===== src/usbg_map.svh =====
`ifndef USBG_MAP_SVH
`define USBG_MAP_SVH
// Register offsets on the register port
`define USBG_OFS_RXBUF   16'hFF92
`define USBG_OFS_ERR     16'hFF93
`define USBG_OFS_TXBUF   16'hFF94
`define USBG_OFS_TXSTAT  16'hFF95
`define USBG_OFS_CKSEL   16'hFF96
`define USBG_OFS_DIV     16'hFF97
// Field positions
`define USBG_BIT_PE      2
`define USBG_BIT_FE      1
`define USBG_BIT_OVE     0
`define USBG_BIT_TXBUSY  1
`define USBG_BIT_TXSHIFT 0
// Reset values
`define USBG_RST_ERR     3'h0
`define USBG_RST_CKSEL   4'h0
`define USBG_RST_DIV     8'hFF
`define USBG_RST_RXBUF   8'hFF
`define USBG_RST_TXBUF   8'hFF
// Timing counts
`define USBG_CKSEL_MAX   4'hB
`define USBG_START_TICKS 2'h2
`endif


===== src/usbg_pkg.sv =====
package usbg_pkg;
  // Parity handling chosen by the mode register elsewhere
  typedef enum logic [1:0] {
    USBG_PAR_NONE,
    USBG_PAR_ZERO,
    USBG_PAR_ODD,
    USBG_PAR_EVEN
  } usbg_parity_t;

  // Whole state of the block
  typedef struct packed {
    logic [7:0]  rdata;
    logic        pe;
    logic        fe;
    logic        ove;
    logic [7:0]  rxbuf;
    logic        rx_unread;
    logic [7:0]  txbuf;
    logic        tx_busy;
    logic        tx_shift;
    logic [3:0]  cksel;
    logic [7:0]  div;
    logic [10:0] psc;
    logic [1:0]  start_cnt;
    logic [7:0]  div_cnt;
    logic        baud_tick;
    logic        bit_clk;
  } usbg_state_t;
endpackage


===== src/usbg_top.sv =====
// The implementer's own choice: the address-and-strobe port.
`timescale 1ns/1ns
`default_nettype none
`include "usbg_map.svh"

// Notes on behaviour
// - Error status register: bits 2..0 parity, framing, overrun; upper bits zero.
// - Received parity bit disagreeing with computed parity sets the parity flag.
// - Reception completing without a valid stop bit sets the framing flag.
// - Only the first stop bit position is checked for framing.
// - Completion while the previous word is unread sets the overrun flag.
// - On overrun the new word is dropped, receive buffer unchanged.
// - Error flags clear on status read, and while power and receive are off.
// - Parity flag behaviour depends on the selected parity mode.
// - Buffer-occupied flag sets on buffer write, clears on move or disable.
// - Shifting flag sets on move, clears at frame end with no next word.
// - Next word written after the move goes out with no gap.
// - Clock select n picks peripheral clock over 2^n, n up to 11.
// - Divider k from 8 to 255 divides base clock by k.
// - Bit rate is the divider output divided by a further 2.
// - Rewriting an unchanged select or divider value disturbs nothing.
// - Reset values: divider FFH, clock select 00H.
// - Power off stops the clock and resets status and receive buffer.
// - Zero-parity reception never checks parity, so no parity error.
// - Divider output becomes active on the third base clock after power-on.
module usbg_top (
  input  wire logic                  ref_clk_i,
  input  wire logic                  reset_i,
  input  wire logic [15:0]           addr_i,
  input  wire logic [7:0]            wdata_i,
  input  wire logic                  wr_i,
  input  wire logic                  rd_i,
  output logic      [7:0]            rdata_o,
  input  wire logic                  unit_power_enable_i,
  input  wire logic                  transmit_enable_i,
  input  wire logic                  receive_enable_i,
  input  wire usbg_pkg::usbg_parity_t parity_mode_i,
  input  wire logic                  char_len8_i,
  input  wire logic                  rx_done_i,
  input  wire logic [7:0]            rx_data_i,
  input  wire logic                  rx_parity_bit_i,
  input  wire logic                  rx_stop_bit_i,
  input  wire logic                  tx_take_i,
  input  wire logic                  tx_frame_end_i,
  output logic      [7:0]            transmit_buffer_o,
  output logic      [7:0]            receive_buffer_o,
  output logic                       tx_buffer_occupied_o,
  output logic                       tx_shifting_o,
  output logic                       baud_tick_o,
  output logic                       bit_clk_o
);
  import usbg_pkg::*;

  usbg_state_t st;
  usbg_state_t next_st;

  // Mask of prescaler bits that must all be ones for a base clock pulse
  function automatic logic [10:0] psc_mask(input logic [3:0] sel);
    logic [3:0] n;
    n = (sel > `USBG_CKSEL_MAX) ? `USBG_CKSEL_MAX : sel;
    psc_mask = 11'((12'h001 << n) - 12'h001);
  endfunction

  // Parity the peer should have sent for the received character
  function automatic logic want_parity(input logic [7:0] d, input logic len8,
                                       input logic odd);
    logic p;
    p = len8 ? ^d : ^d[6:0];
    want_parity = odd ? ~p : p;
  endfunction

  logic wr_txbuf;
  logic wr_cksel;
  logic wr_div;
  logic rd_err;
  logic rd_rxbuf;
  logic base_tick;
  logic rx_off;
  logic tx_off;
  logic par_bad;

  // Register port decode
  always_comb begin
    wr_txbuf = 1'b0;
    wr_cksel = 1'b0;
    wr_div   = 1'b0;
    rd_err   = 1'b0;
    rd_rxbuf = 1'b0;
    if (addr_i == `USBG_OFS_TXBUF) begin
      wr_txbuf = wr_i;
    end else if (addr_i == `USBG_OFS_CKSEL) begin
      wr_cksel = wr_i;
    end else if (addr_i == `USBG_OFS_DIV) begin
      wr_div = wr_i;
    end else if (addr_i == `USBG_OFS_ERR) begin
      rd_err = rd_i;
    end else if (addr_i == `USBG_OFS_RXBUF) begin
      rd_rxbuf = rd_i;
    end
  end

  // Qualifiers shared by the flag logic
  assign rx_off    = ~unit_power_enable_i & ~receive_enable_i;
  assign tx_off    = ~unit_power_enable_i | ~transmit_enable_i;
  assign base_tick = unit_power_enable_i &&
                     ((st.psc & psc_mask(st.cksel)) == psc_mask(st.cksel));
  // Parity is only judged in odd or even mode; zero parity is never checked
  assign par_bad   = parity_mode_i[1] &&
                     (rx_parity_bit_i != want_parity(rx_data_i, char_len8_i,
                                                     parity_mode_i == USBG_PAR_ODD));

  // Next state
  always_comb begin
    next_st = st;
    next_st.baud_tick = 1'b0;

    // Read data stands for exactly one cycle after the strobe
    next_st.rdata = 8'h00;
    if (rd_i) begin
      if (addr_i == `USBG_OFS_ERR) begin
        next_st.rdata = {5'h00, st.pe, st.fe, st.ove};
      end else if (addr_i == `USBG_OFS_TXSTAT) begin
        next_st.rdata = {6'h00, st.tx_busy, st.tx_shift};
      end else if (addr_i == `USBG_OFS_CKSEL) begin
        next_st.rdata = {4'h0, st.cksel};
      end else if (addr_i == `USBG_OFS_DIV) begin
        next_st.rdata = st.div;
      end else if (addr_i == `USBG_OFS_RXBUF) begin
        next_st.rdata = st.rxbuf;
      end else if (addr_i == `USBG_OFS_TXBUF) begin
        next_st.rdata = st.txbuf;
      end
    end

    // Configuration; storing the same value leaves the counters alone
    if (wr_cksel) begin
      next_st.cksel = wdata_i[3:0];
    end
    if (wr_div) begin
      next_st.div = wdata_i;
    end

    // Receive error flags: read clears, a new event in the same cycle wins
    if (rd_err || rx_off) begin
      next_st.pe  = 1'b0;
      next_st.fe  = 1'b0;
      next_st.ove = 1'b0;
    end
    if (rd_rxbuf) begin
      next_st.rx_unread = 1'b0;
    end
    if (rx_done_i && unit_power_enable_i && receive_enable_i) begin
      if (par_bad) begin
        next_st.pe = 1'b1;
      end
      // Only the first stop bit is sampled by the shift engine
      if (!rx_stop_bit_i) begin
        next_st.fe = 1'b1;
      end
      if (st.rx_unread && !rd_rxbuf) begin
        next_st.ove = 1'b1;
      end else begin
        next_st.rxbuf     = rx_data_i;
        next_st.rx_unread = 1'b1;
      end
    end

    // Transmit status; a write while occupied simply overwrites the buffer
    if (wr_txbuf) begin
      next_st.txbuf = wdata_i;
    end
    if (tx_off) begin
      next_st.tx_busy  = 1'b0;
      next_st.tx_shift = 1'b0;
    end else begin
      if (tx_frame_end_i) begin
        next_st.tx_shift = 1'b0;
      end
      // A take in the same cycle as frame end keeps the line busy
      if (tx_take_i && st.tx_busy) begin
        next_st.tx_busy  = 1'b0;
        next_st.tx_shift = 1'b1;
      end
      if (wr_txbuf) begin
        next_st.tx_busy = 1'b1;
      end
    end

    // Baud generator: prescaler, start delay, divider, bit clock
    if (unit_power_enable_i) begin
      next_st.psc = st.psc + 11'h001;
      if (base_tick) begin
        if (st.start_cnt != `USBG_START_TICKS) begin
          next_st.start_cnt = st.start_cnt + 2'h1;
        end else if (st.div_cnt >= st.div - 8'h01) begin
          next_st.div_cnt   = 8'h00;
          next_st.baud_tick = 1'b1;
          next_st.bit_clk   = ~st.bit_clk;
        end else begin
          next_st.div_cnt = st.div_cnt + 8'h01;
        end
      end
    end

    // Power off halts and clears the unit; configuration is kept
    if (!unit_power_enable_i) begin
      next_st.pe        = 1'b0;
      next_st.fe        = 1'b0;
      next_st.ove       = 1'b0;
      next_st.rxbuf     = `USBG_RST_RXBUF;
      next_st.rx_unread = 1'b0;
      next_st.psc       = 11'h000;
      next_st.start_cnt = 2'h0;
      next_st.div_cnt   = 8'h00;
      next_st.bit_clk   = 1'b0;
    end
  end

  // State register
  always_ff @(posedge ref_clk_i) begin
    if (reset_i) begin
      st           <= '0;
      st.rxbuf     <= `USBG_RST_RXBUF;
      st.txbuf     <= `USBG_RST_TXBUF;
      st.cksel     <= `USBG_RST_CKSEL;
      st.div       <= `USBG_RST_DIV;
    end else begin
      st <= next_st;
    end
  end

  // Outputs straight from the state register
  assign rdata_o              = st.rdata;
  assign transmit_buffer_o    = st.txbuf;
  assign receive_buffer_o     = st.rxbuf;
  assign tx_buffer_occupied_o = st.tx_busy;
  assign tx_shifting_o        = st.tx_shift;
  assign baud_tick_o          = st.baud_tick;
  assign bit_clk_o            = st.bit_clk;

  // Checks kept beside the logic
  a_err_upper_zero: assert property (@(posedge ref_clk_i) disable iff (reset_i)
    (rd_i && addr_i == `USBG_OFS_ERR) |=> (rdata_o[7:3] == 5'h00))
    else $error("error status upper bits not zero");

  a_err_read_clear: assert property (@(posedge ref_clk_i) disable iff (reset_i)
    (rd_i && addr_i == `USBG_OFS_ERR && !rx_done_i) |=> (!st.pe && !st.fe && !st.ove))
    else $error("error flags survived a status read");

  a_frame_set: assert property (@(posedge ref_clk_i) disable iff (reset_i)
    (rx_done_i && !rx_stop_bit_i && unit_power_enable_i && receive_enable_i) |=> st.fe)
    else $error("framing flag not set");

  a_zero_par_quiet: assert property (@(posedge ref_clk_i) disable iff (reset_i)
    (rx_done_i && !parity_mode_i[1] && !st.pe) |=> !st.pe)
    else $error("parity flag set without parity check");

  a_overrun_keep: assert property (@(posedge ref_clk_i) disable iff (reset_i)
    (rx_done_i && st.rx_unread && !rd_rxbuf && unit_power_enable_i && receive_enable_i)
      |=> (st.ove && st.rxbuf == $past(st.rxbuf)))
    else $error("overrun did not keep the buffer");

  a_txbuf_set: assert property (@(posedge ref_clk_i) disable iff (reset_i)
    (wr_txbuf && !tx_off) |=> (tx_buffer_occupied_o && transmit_buffer_o == $past(wdata_i)))
    else $error("buffer flag not set by write");

  a_tx_off_clear: assert property (@(posedge ref_clk_i) disable iff (reset_i)
    tx_off |=> (!tx_buffer_occupied_o && !tx_shifting_o))
    else $error("transmit status not cleared when disabled");

  a_tick_spacing: assert property (@(posedge ref_clk_i) disable iff (reset_i)
    (baud_tick_o && st.div >= 8'h08) |=> !baud_tick_o [*7])
    else $error("divider pulses closer than eight cycles");

  a_bitclk_toggle: assert property (@(posedge ref_clk_i) disable iff (reset_i)
    (baud_tick_o && $past(unit_power_enable_i)) |-> (bit_clk_o != $past(bit_clk_o)))
    else $error("bit clock did not toggle on divider pulse");

  a_start_delay: assert property (@(posedge ref_clk_i) disable iff (reset_i)
    $rose(unit_power_enable_i) |-> !baud_tick_o [*3])
    else $error("divider output active too early");

  // Receive side: each event lands in the flags or buffer one cycle later
  a_par_set: assert property (@(posedge ref_clk_i) disable iff (reset_i)
    (rx_done_i && unit_power_enable_i && receive_enable_i && par_bad) |=> st.pe)
    else $error("parity flag not set");

  a_first_stop: assert property (@(posedge ref_clk_i) disable iff (reset_i)
    (rx_done_i && rx_stop_bit_i && !st.fe) |=> !st.fe)
    else $error("framing flag set with a good first stop bit");

  a_load_new: assert property (@(posedge ref_clk_i) disable iff (reset_i)
    (rx_done_i && !st.rx_unread && unit_power_enable_i && receive_enable_i)
      |=> (receive_buffer_o == $past(rx_data_i)))
    else $error("received word not loaded");

  a_rx_off_clear: assert property (@(posedge ref_clk_i) disable iff (reset_i)
    rx_off |=> (!st.pe && !st.fe && !st.ove))
    else $error("error flags survived receive disable");

  a_par_none: assert property (@(posedge ref_clk_i) disable iff (reset_i)
    (rx_done_i && parity_mode_i == USBG_PAR_NONE && !st.pe) |=> !st.pe)
    else $error("parity flag set with parity off");

  // Transmit side: buffer to shifter handover
  a_take_move: assert property (@(posedge ref_clk_i) disable iff (reset_i)
    (tx_take_i && st.tx_busy && !tx_off && !wr_txbuf)
      |=> (!tx_buffer_occupied_o && tx_shifting_o))
    else $error("buffer move not reflected in status");

  a_frame_end: assert property (@(posedge ref_clk_i) disable iff (reset_i)
    (tx_frame_end_i && !tx_take_i) |=> !tx_shifting_o)
    else $error("shifting flag kept after last frame");

  a_no_gap: assert property (@(posedge ref_clk_i) disable iff (reset_i)
    (tx_frame_end_i && tx_take_i && st.tx_busy && !tx_off) |=> tx_shifting_o)
    else $error("gap between back to back frames");

  // Baud chain
  a_base_rate: assert property (@(posedge ref_clk_i) disable iff (reset_i)
    (base_tick && st.cksel == 4'h1 && !wr_cksel) |=> !base_tick)
    else $error("base clock faster than selected");

  a_tick_on_base: assert property (@(posedge ref_clk_i) disable iff (reset_i)
    baud_tick_o |-> $past(base_tick))
    else $error("divider pulse without a base clock");

  a_div_write: assert property (@(posedge ref_clk_i) disable iff (reset_i)
    wr_div |=> (st.div == $past(wdata_i)))
    else $error("divider write lost");

  // Values seen on leaving reset and after power off
  a_reset_vals: assert property (@(posedge ref_clk_i)
    $fell(reset_i) |-> (st.cksel == `USBG_RST_CKSEL && st.div == `USBG_RST_DIV))
    else $error("configuration reset values wrong");

  a_power_clear: assert property (@(posedge ref_clk_i) disable iff (reset_i)
    !unit_power_enable_i
      |=> (receive_buffer_o == `USBG_RST_RXBUF && !st.rx_unread && !bit_clk_o))
    else $error("power off did not clear the unit");

  // Read port data
  a_err_rd_data: assert property (@(posedge ref_clk_i) disable iff (reset_i)
    (rd_i && addr_i == `USBG_OFS_ERR)
      |=> (rdata_o[2] == $past(st.pe) && rdata_o[1] == $past(st.fe)
           && rdata_o[0] == $past(st.ove)))
    else $error("error status read data wrong");

  a_rdata_idle: assert property (@(posedge ref_clk_i) disable iff (reset_i)
    !rd_i |=> (rdata_o == 8'h00))
    else $error("read data outside the read cycle");

endmodule
`default_nettype wire


===== config.mk =====
export PLATFORM = sky130hd
export DESIGN_NAME = usbg_top
export DESIGN_NICKNAME = d
export VERILOG_FILES = /design/src/usbg_pkg.sv /design/src/usbg_top.sv
export VERILOG_INCLUDE_DIRS = /design/src
export SDC_FILE = /design/constraint.sdc
export NUM_CORES = 1
export LEC_CHECK = 0
export BUFFER_PORTS_ARGS = -buffer_cell sky130_fd_sc_hd__buf_2
export CORE_MARGIN = 10
export CORE_UTILIZATION = 50
export CTS_CLUSTER_DIAMETER = 60
export DETAILED_ROUTE_END_ITERATION = 6
export GPL_ROUTABILITY_DRIVEN = 0
export GPL_TIMING_DRIVEN = 0
export PLACE_DENSITY = 0.74
export SLEW_MARGIN = 20
export SYNTH_ARGS = -nofsm -noshare
export SYNTH_HDL_FRONTEND = slang
export SYNTH_SLANG_ARGS = --single-unit

===== constraint.sdc =====
create_clock -name ref_clk_i -period 7.3 [get_ports ref_clk_i]
set_clock_uncertainty 0.15 [all_clocks]
set_input_delay 0.73 -clock ref_clk_i [delete_from_list [all_inputs] [get_ports ref_clk_i]]
set_output_delay 0.73 -clock ref_clk_i [all_outputs]
set_load 0.05 [all_outputs]

==> out/results.ini <==
[clock_network]
htree_levels=3
clk_pin_slew_ns=0.08
post_cts.resized_instances=0
cts_setup_buffers=0
cts_root_buffer=sky130_fd_sc_hd__clkbuf_8
cts_num_sinks=65
clock_insertion_delay_worst_skew_ns=0.35
cts_inserted_buffers=9
count_of_hold_fix_buffers_inserted_at_cts=0
cts_tree=done
clockBufferDepth=2

[layout]
multi_input_comb_area_sq_um=2000
final-seq-area_sq_um=1300
area_delta_synth_final_pct=17.6
final_design_area_excluding_fillers_sq_um=4310
num_antenna_cells=0
final.fill_count=657
final_layout_size_suffix_gt1_share_pct=26.5
total_nets_final=569
postLayoutCoreUtil_pct=60.0

[grt]
track_usage_pct=17.2
grt_start_max_net_pins=13
overflow=0
antenna_found_initial=0
grt_first_pass_wirelength_um=15900
via_count_of_the_first_global_routing_pass=3286

[hold_path]
holdCritPathClass=flip-flop to flip-flop
min-delay-start=st[56]
min_delay_path_depth=2
min_delay_worst_endpoint=rdata_o[2]

[timing]
timing_worst_slew_pin_value_ns=0.652
worst_slew_margin_rel_pct=56.2
fin_setup_tns_ns=0
slew_violations=0
final_critical_path_setup_slack_ns=4.16
grt_setup_unrepaired=no
period_needed_ns=3.14
fin_crit_share_pct=43.0
finalHoldViolCount=0
fmax_ghz=0.319
finalSetupViolCount=0

[place]
cell_area_after_placement_sq_um=4140
dp_hpwl_um=7410
numPortBuffers=70
dpl_worst_slack_ns=4.26

[setup_path]
critPathMaxFanout=10
rrSetupSlack_ns=4.16
worstPathCellList=buf_4 > nor3_1 > nand2b_1 > ha_1 > and3_1 > o31ai_1 > nand4_1 > o21ai_1 > a21oi_1
biggest_cell_delay_along_the_critical_path_ns=0.65
worstReg2RegStart=st[34]
worst_endpoint_required_time_ns=7.36
timing.critical_path.arrival_ns=3.20
critical_path.reg2reg.endpoint=st[3]
ff2ff_path_depth=9
worst_setup_path_end_kind=flip-flop
startpoint_types=flip-flop
criticalPathCategory=flip-flop to flip-flop
cpMaxStageDelayCell=sky130_fd_sc_hd__o21ai_1

[logic_synthesis]
ys_seq_area_share_pct=35.5
synth_area_sq_um=3660
ys_types=59
avgSynthCellArea_sq_um=8.56
syn_nets=488
top_ff_cell_synth=sky130_fd_sc_hd__dfxtp_1
syn-instance-count=428
count_of_flip_flops_with_a_built_in_enable_after_synthesis=0
yosys_warnings=0
async_flop_share_pct=0
yosys_register_bits=65

[detailed_routing]
initial_drt_pass_iterations=5
routed_via_density=5.54
drc_errors=0
antenna_left=0
wl_per_cell_um=15.6
wirelength_um=9540
route.vias.total=3393
detail_route.iter0.violations=197

[die]
io-pin-count=75
die_area_sq_um=11100
initial_core_util_pct=51.0
floorplan.rows=31
placeableCoreArea_sq_um=7180
floorplan.die.height_um=106
die_w_um=106

[pwr]
p_leak_nw=1.73
power-per-cell-area_nw_per_um2=161
max-vdd-ir-drop_v=0.0000743

[outcome]
status=finished, final reports clean

[run]
drv_cap=0

==> layer usage <==
metal	global-route usage, %	share of wire, %	vias to the layer above
met3	4.51	5.8	14
li1	-	-	1688
met1	22.0	46	1595
met4	6.87	1.7	0
met5	0	0	-
met2	27.0	47	96
==> synth_stat cells (2+ instances only) <==
cell type	number	share of area (%)
sky130_fd_sc_hd__buf_6	2	0.61
sky130_fd_sc_hd__nor2b_1	2	0.34
sky130_fd_sc_hd__buf_2	5	0.68
sky130_fd_sc_hd__xor2_1	9	2.2
sky130_fd_sc_hd__inv_1	16	1.6
sky130_fd_sc_hd__a211oi_1	2	0.41
sky130_fd_sc_hd__ha_1	13	4.4
sky130_fd_sc_hd__nand2_1	27	2.8
sky130_fd_sc_hd__nor4b_1	2	0.48
sky130_fd_sc_hd__a221oi_1	4	0.96
sky130_fd_sc_hd__or4_1	3	0.61
sky130_fd_sc_hd__a22oi_1	3	0.61
sky130_fd_sc_hd__nand4_1	6	1.0
sky130_fd_sc_hd__a211o_1	16	3.8
sky130_fd_sc_hd__buf_4	25	5.1
sky130_fd_sc_hd__o31ai_1	4	0.82
sky130_fd_sc_hd__nand3_1	15	2.0
sky130_fd_sc_hd__clkbuf_1	13	1.3
sky130_fd_sc_hd__a31oi_1	2	0.34
sky130_fd_sc_hd__nor2_1	30	3.1
sky130_fd_sc_hd__a222oi_1	4	1.1
sky130_fd_sc_hd__dfxtp_1	65	36
sky130_fd_sc_hd__and2_1	2	0.34
sky130_fd_sc_hd__a21oi_2	2	0.48
sky130_fd_sc_hd__xnor2_1	14	3.3
sky130_fd_sc_hd__nor3_2	2	0.55
sky130_fd_sc_hd__and3_1	21	3.6
sky130_fd_sc_hd__o21a_1	3	0.61
sky130_fd_sc_hd__o21ai_0	22	3.0
sky130_fd_sc_hd__or2_2	2	0.34
sky130_fd_sc_hd__nor3_1	18	2.5
sky130_fd_sc_hd__nand2b_1	9	1.5
sky130_fd_sc_hd__or3_1	9	1.5
sky130_fd_sc_hd__a21oi_1	31	4.2
==> layout by cell type, fill, tap and decap left out, types with 6 or more instances in the layout <==
cell type	netlist	layout
sky130_fd_sc_hd__ha_1	13	13
sky130_fd_sc_hd__nand2b_1	9	9
sky130_fd_sc_hd__buf_4	25	25
sky130_fd_sc_hd__xnor2_1	14	14
sky130_fd_sc_hd__xor2_1	9	9
sky130_fd_sc_hd__clkbuf_8	0	9
sky130_fd_sc_hd__nor3_1	18	18
sky130_fd_sc_hd__or3_1	9	9
sky130_fd_sc_hd__dfxtp_1	65	65
sky130_fd_sc_hd__inv_1	16	16
sky130_fd_sc_hd__nand2_1	27	27
sky130_fd_sc_hd__a21oi_1	31	31
sky130_fd_sc_hd__a211o_1	16	16
sky130_fd_sc_hd__clkbuf_1	13	13
sky130_fd_sc_hd__nor2_1	30	30
sky130_fd_sc_hd__nand3_1	15	15
sky130_fd_sc_hd__nand4_1	6	6
sky130_fd_sc_hd__o21ai_0	22	22
sky130_fd_sc_hd__and3_1	21	21
sky130_fd_sc_hd__buf_2	5	75
==> report_power, final <==
part / switching (mW) / internal, mW
logic: 0.0368 / 0.0248
registers: 0.00173 / 0.356
clock network: 0.153 / 0.122
==> kinds of logic (layout without fill, tap and decap cells) <==
kind of cell,after synthesis,in the layout,synth area share (%)
and+or+nand+nor,160,160,24.7
AOI/OAI and AO/OA,104,104,19.7
buffers and inverters,62,148,9.81
xor gates and xnor gates,23,23,5.50
muxes,1,1,0.273
adders and majority gates,13,13,4.44
DFF,65,65,35.5
==> how the worst max path moves through the flow <==
stage	slack, ns	cells after the start	startpoint	endpoint
floorplan	4.70	9	st[25]	st[2]
global placement	4.32	8	addr_i[6]	transmit_buffer_o[7]
detailed placement	4.26	9	st[34]	st[8]
CTS	4.21	10	st[34]	st[8]
global route	3.94	10	st[34]	st[8]
finish	4.16	9	st[34]	st[3]
==> state kept, by name (all words and copies together), names as in the netlist <==
signal                cells
baud_tick_o               1
transmit_buffer_o         8
receive_buffer_o          8
rdata_o                   8
tx_shifting_o             1
tx_buffer_occupied_o      1
st                       37
bit_clk_o                 1
==> layout make-up <==
class,count,area share [%]
Multi-Input combinational cell,301,46.5
Sequential cell,65,30.2
Timing Repair Buffer,70,8.13
Buffer,46,6.94
Clock buffer,9,2.88
Tap cell,99,2.88
Inverter,16,1.39
Clock inverter,7,1.10
==> metrics by stage <==
| stage | total power [mW] | hold WS [ns] | std cells |
|---|---|---|---|
| 4_1_cts | 0.698 | 0.331 | 613 |
| 6_report | 0.695 | 0.325 | 613 |
| 3_5_place_dp | 0.428 | 0.316 | 597 |
| 3_3_place_gp | 0.426 | 0.311 | 597 |
| 5_1_grt | 0.725 | 0.341 | 613 |
| 2_1_floorplan | 0.403 | 0.275 | 428 |
==> critical path, delay by kind of cell, from the launching register on <==
kind | cells | cell delay [ns]
compound gates | 3 | 1.06
fa+ha+maj | 1 | 0.30
buf+inv | 1 | 0.20
flops | 1 | 0.38
simple gates | 4 | 0.90
Note: power is estimated with default switching activity, not from simulation.
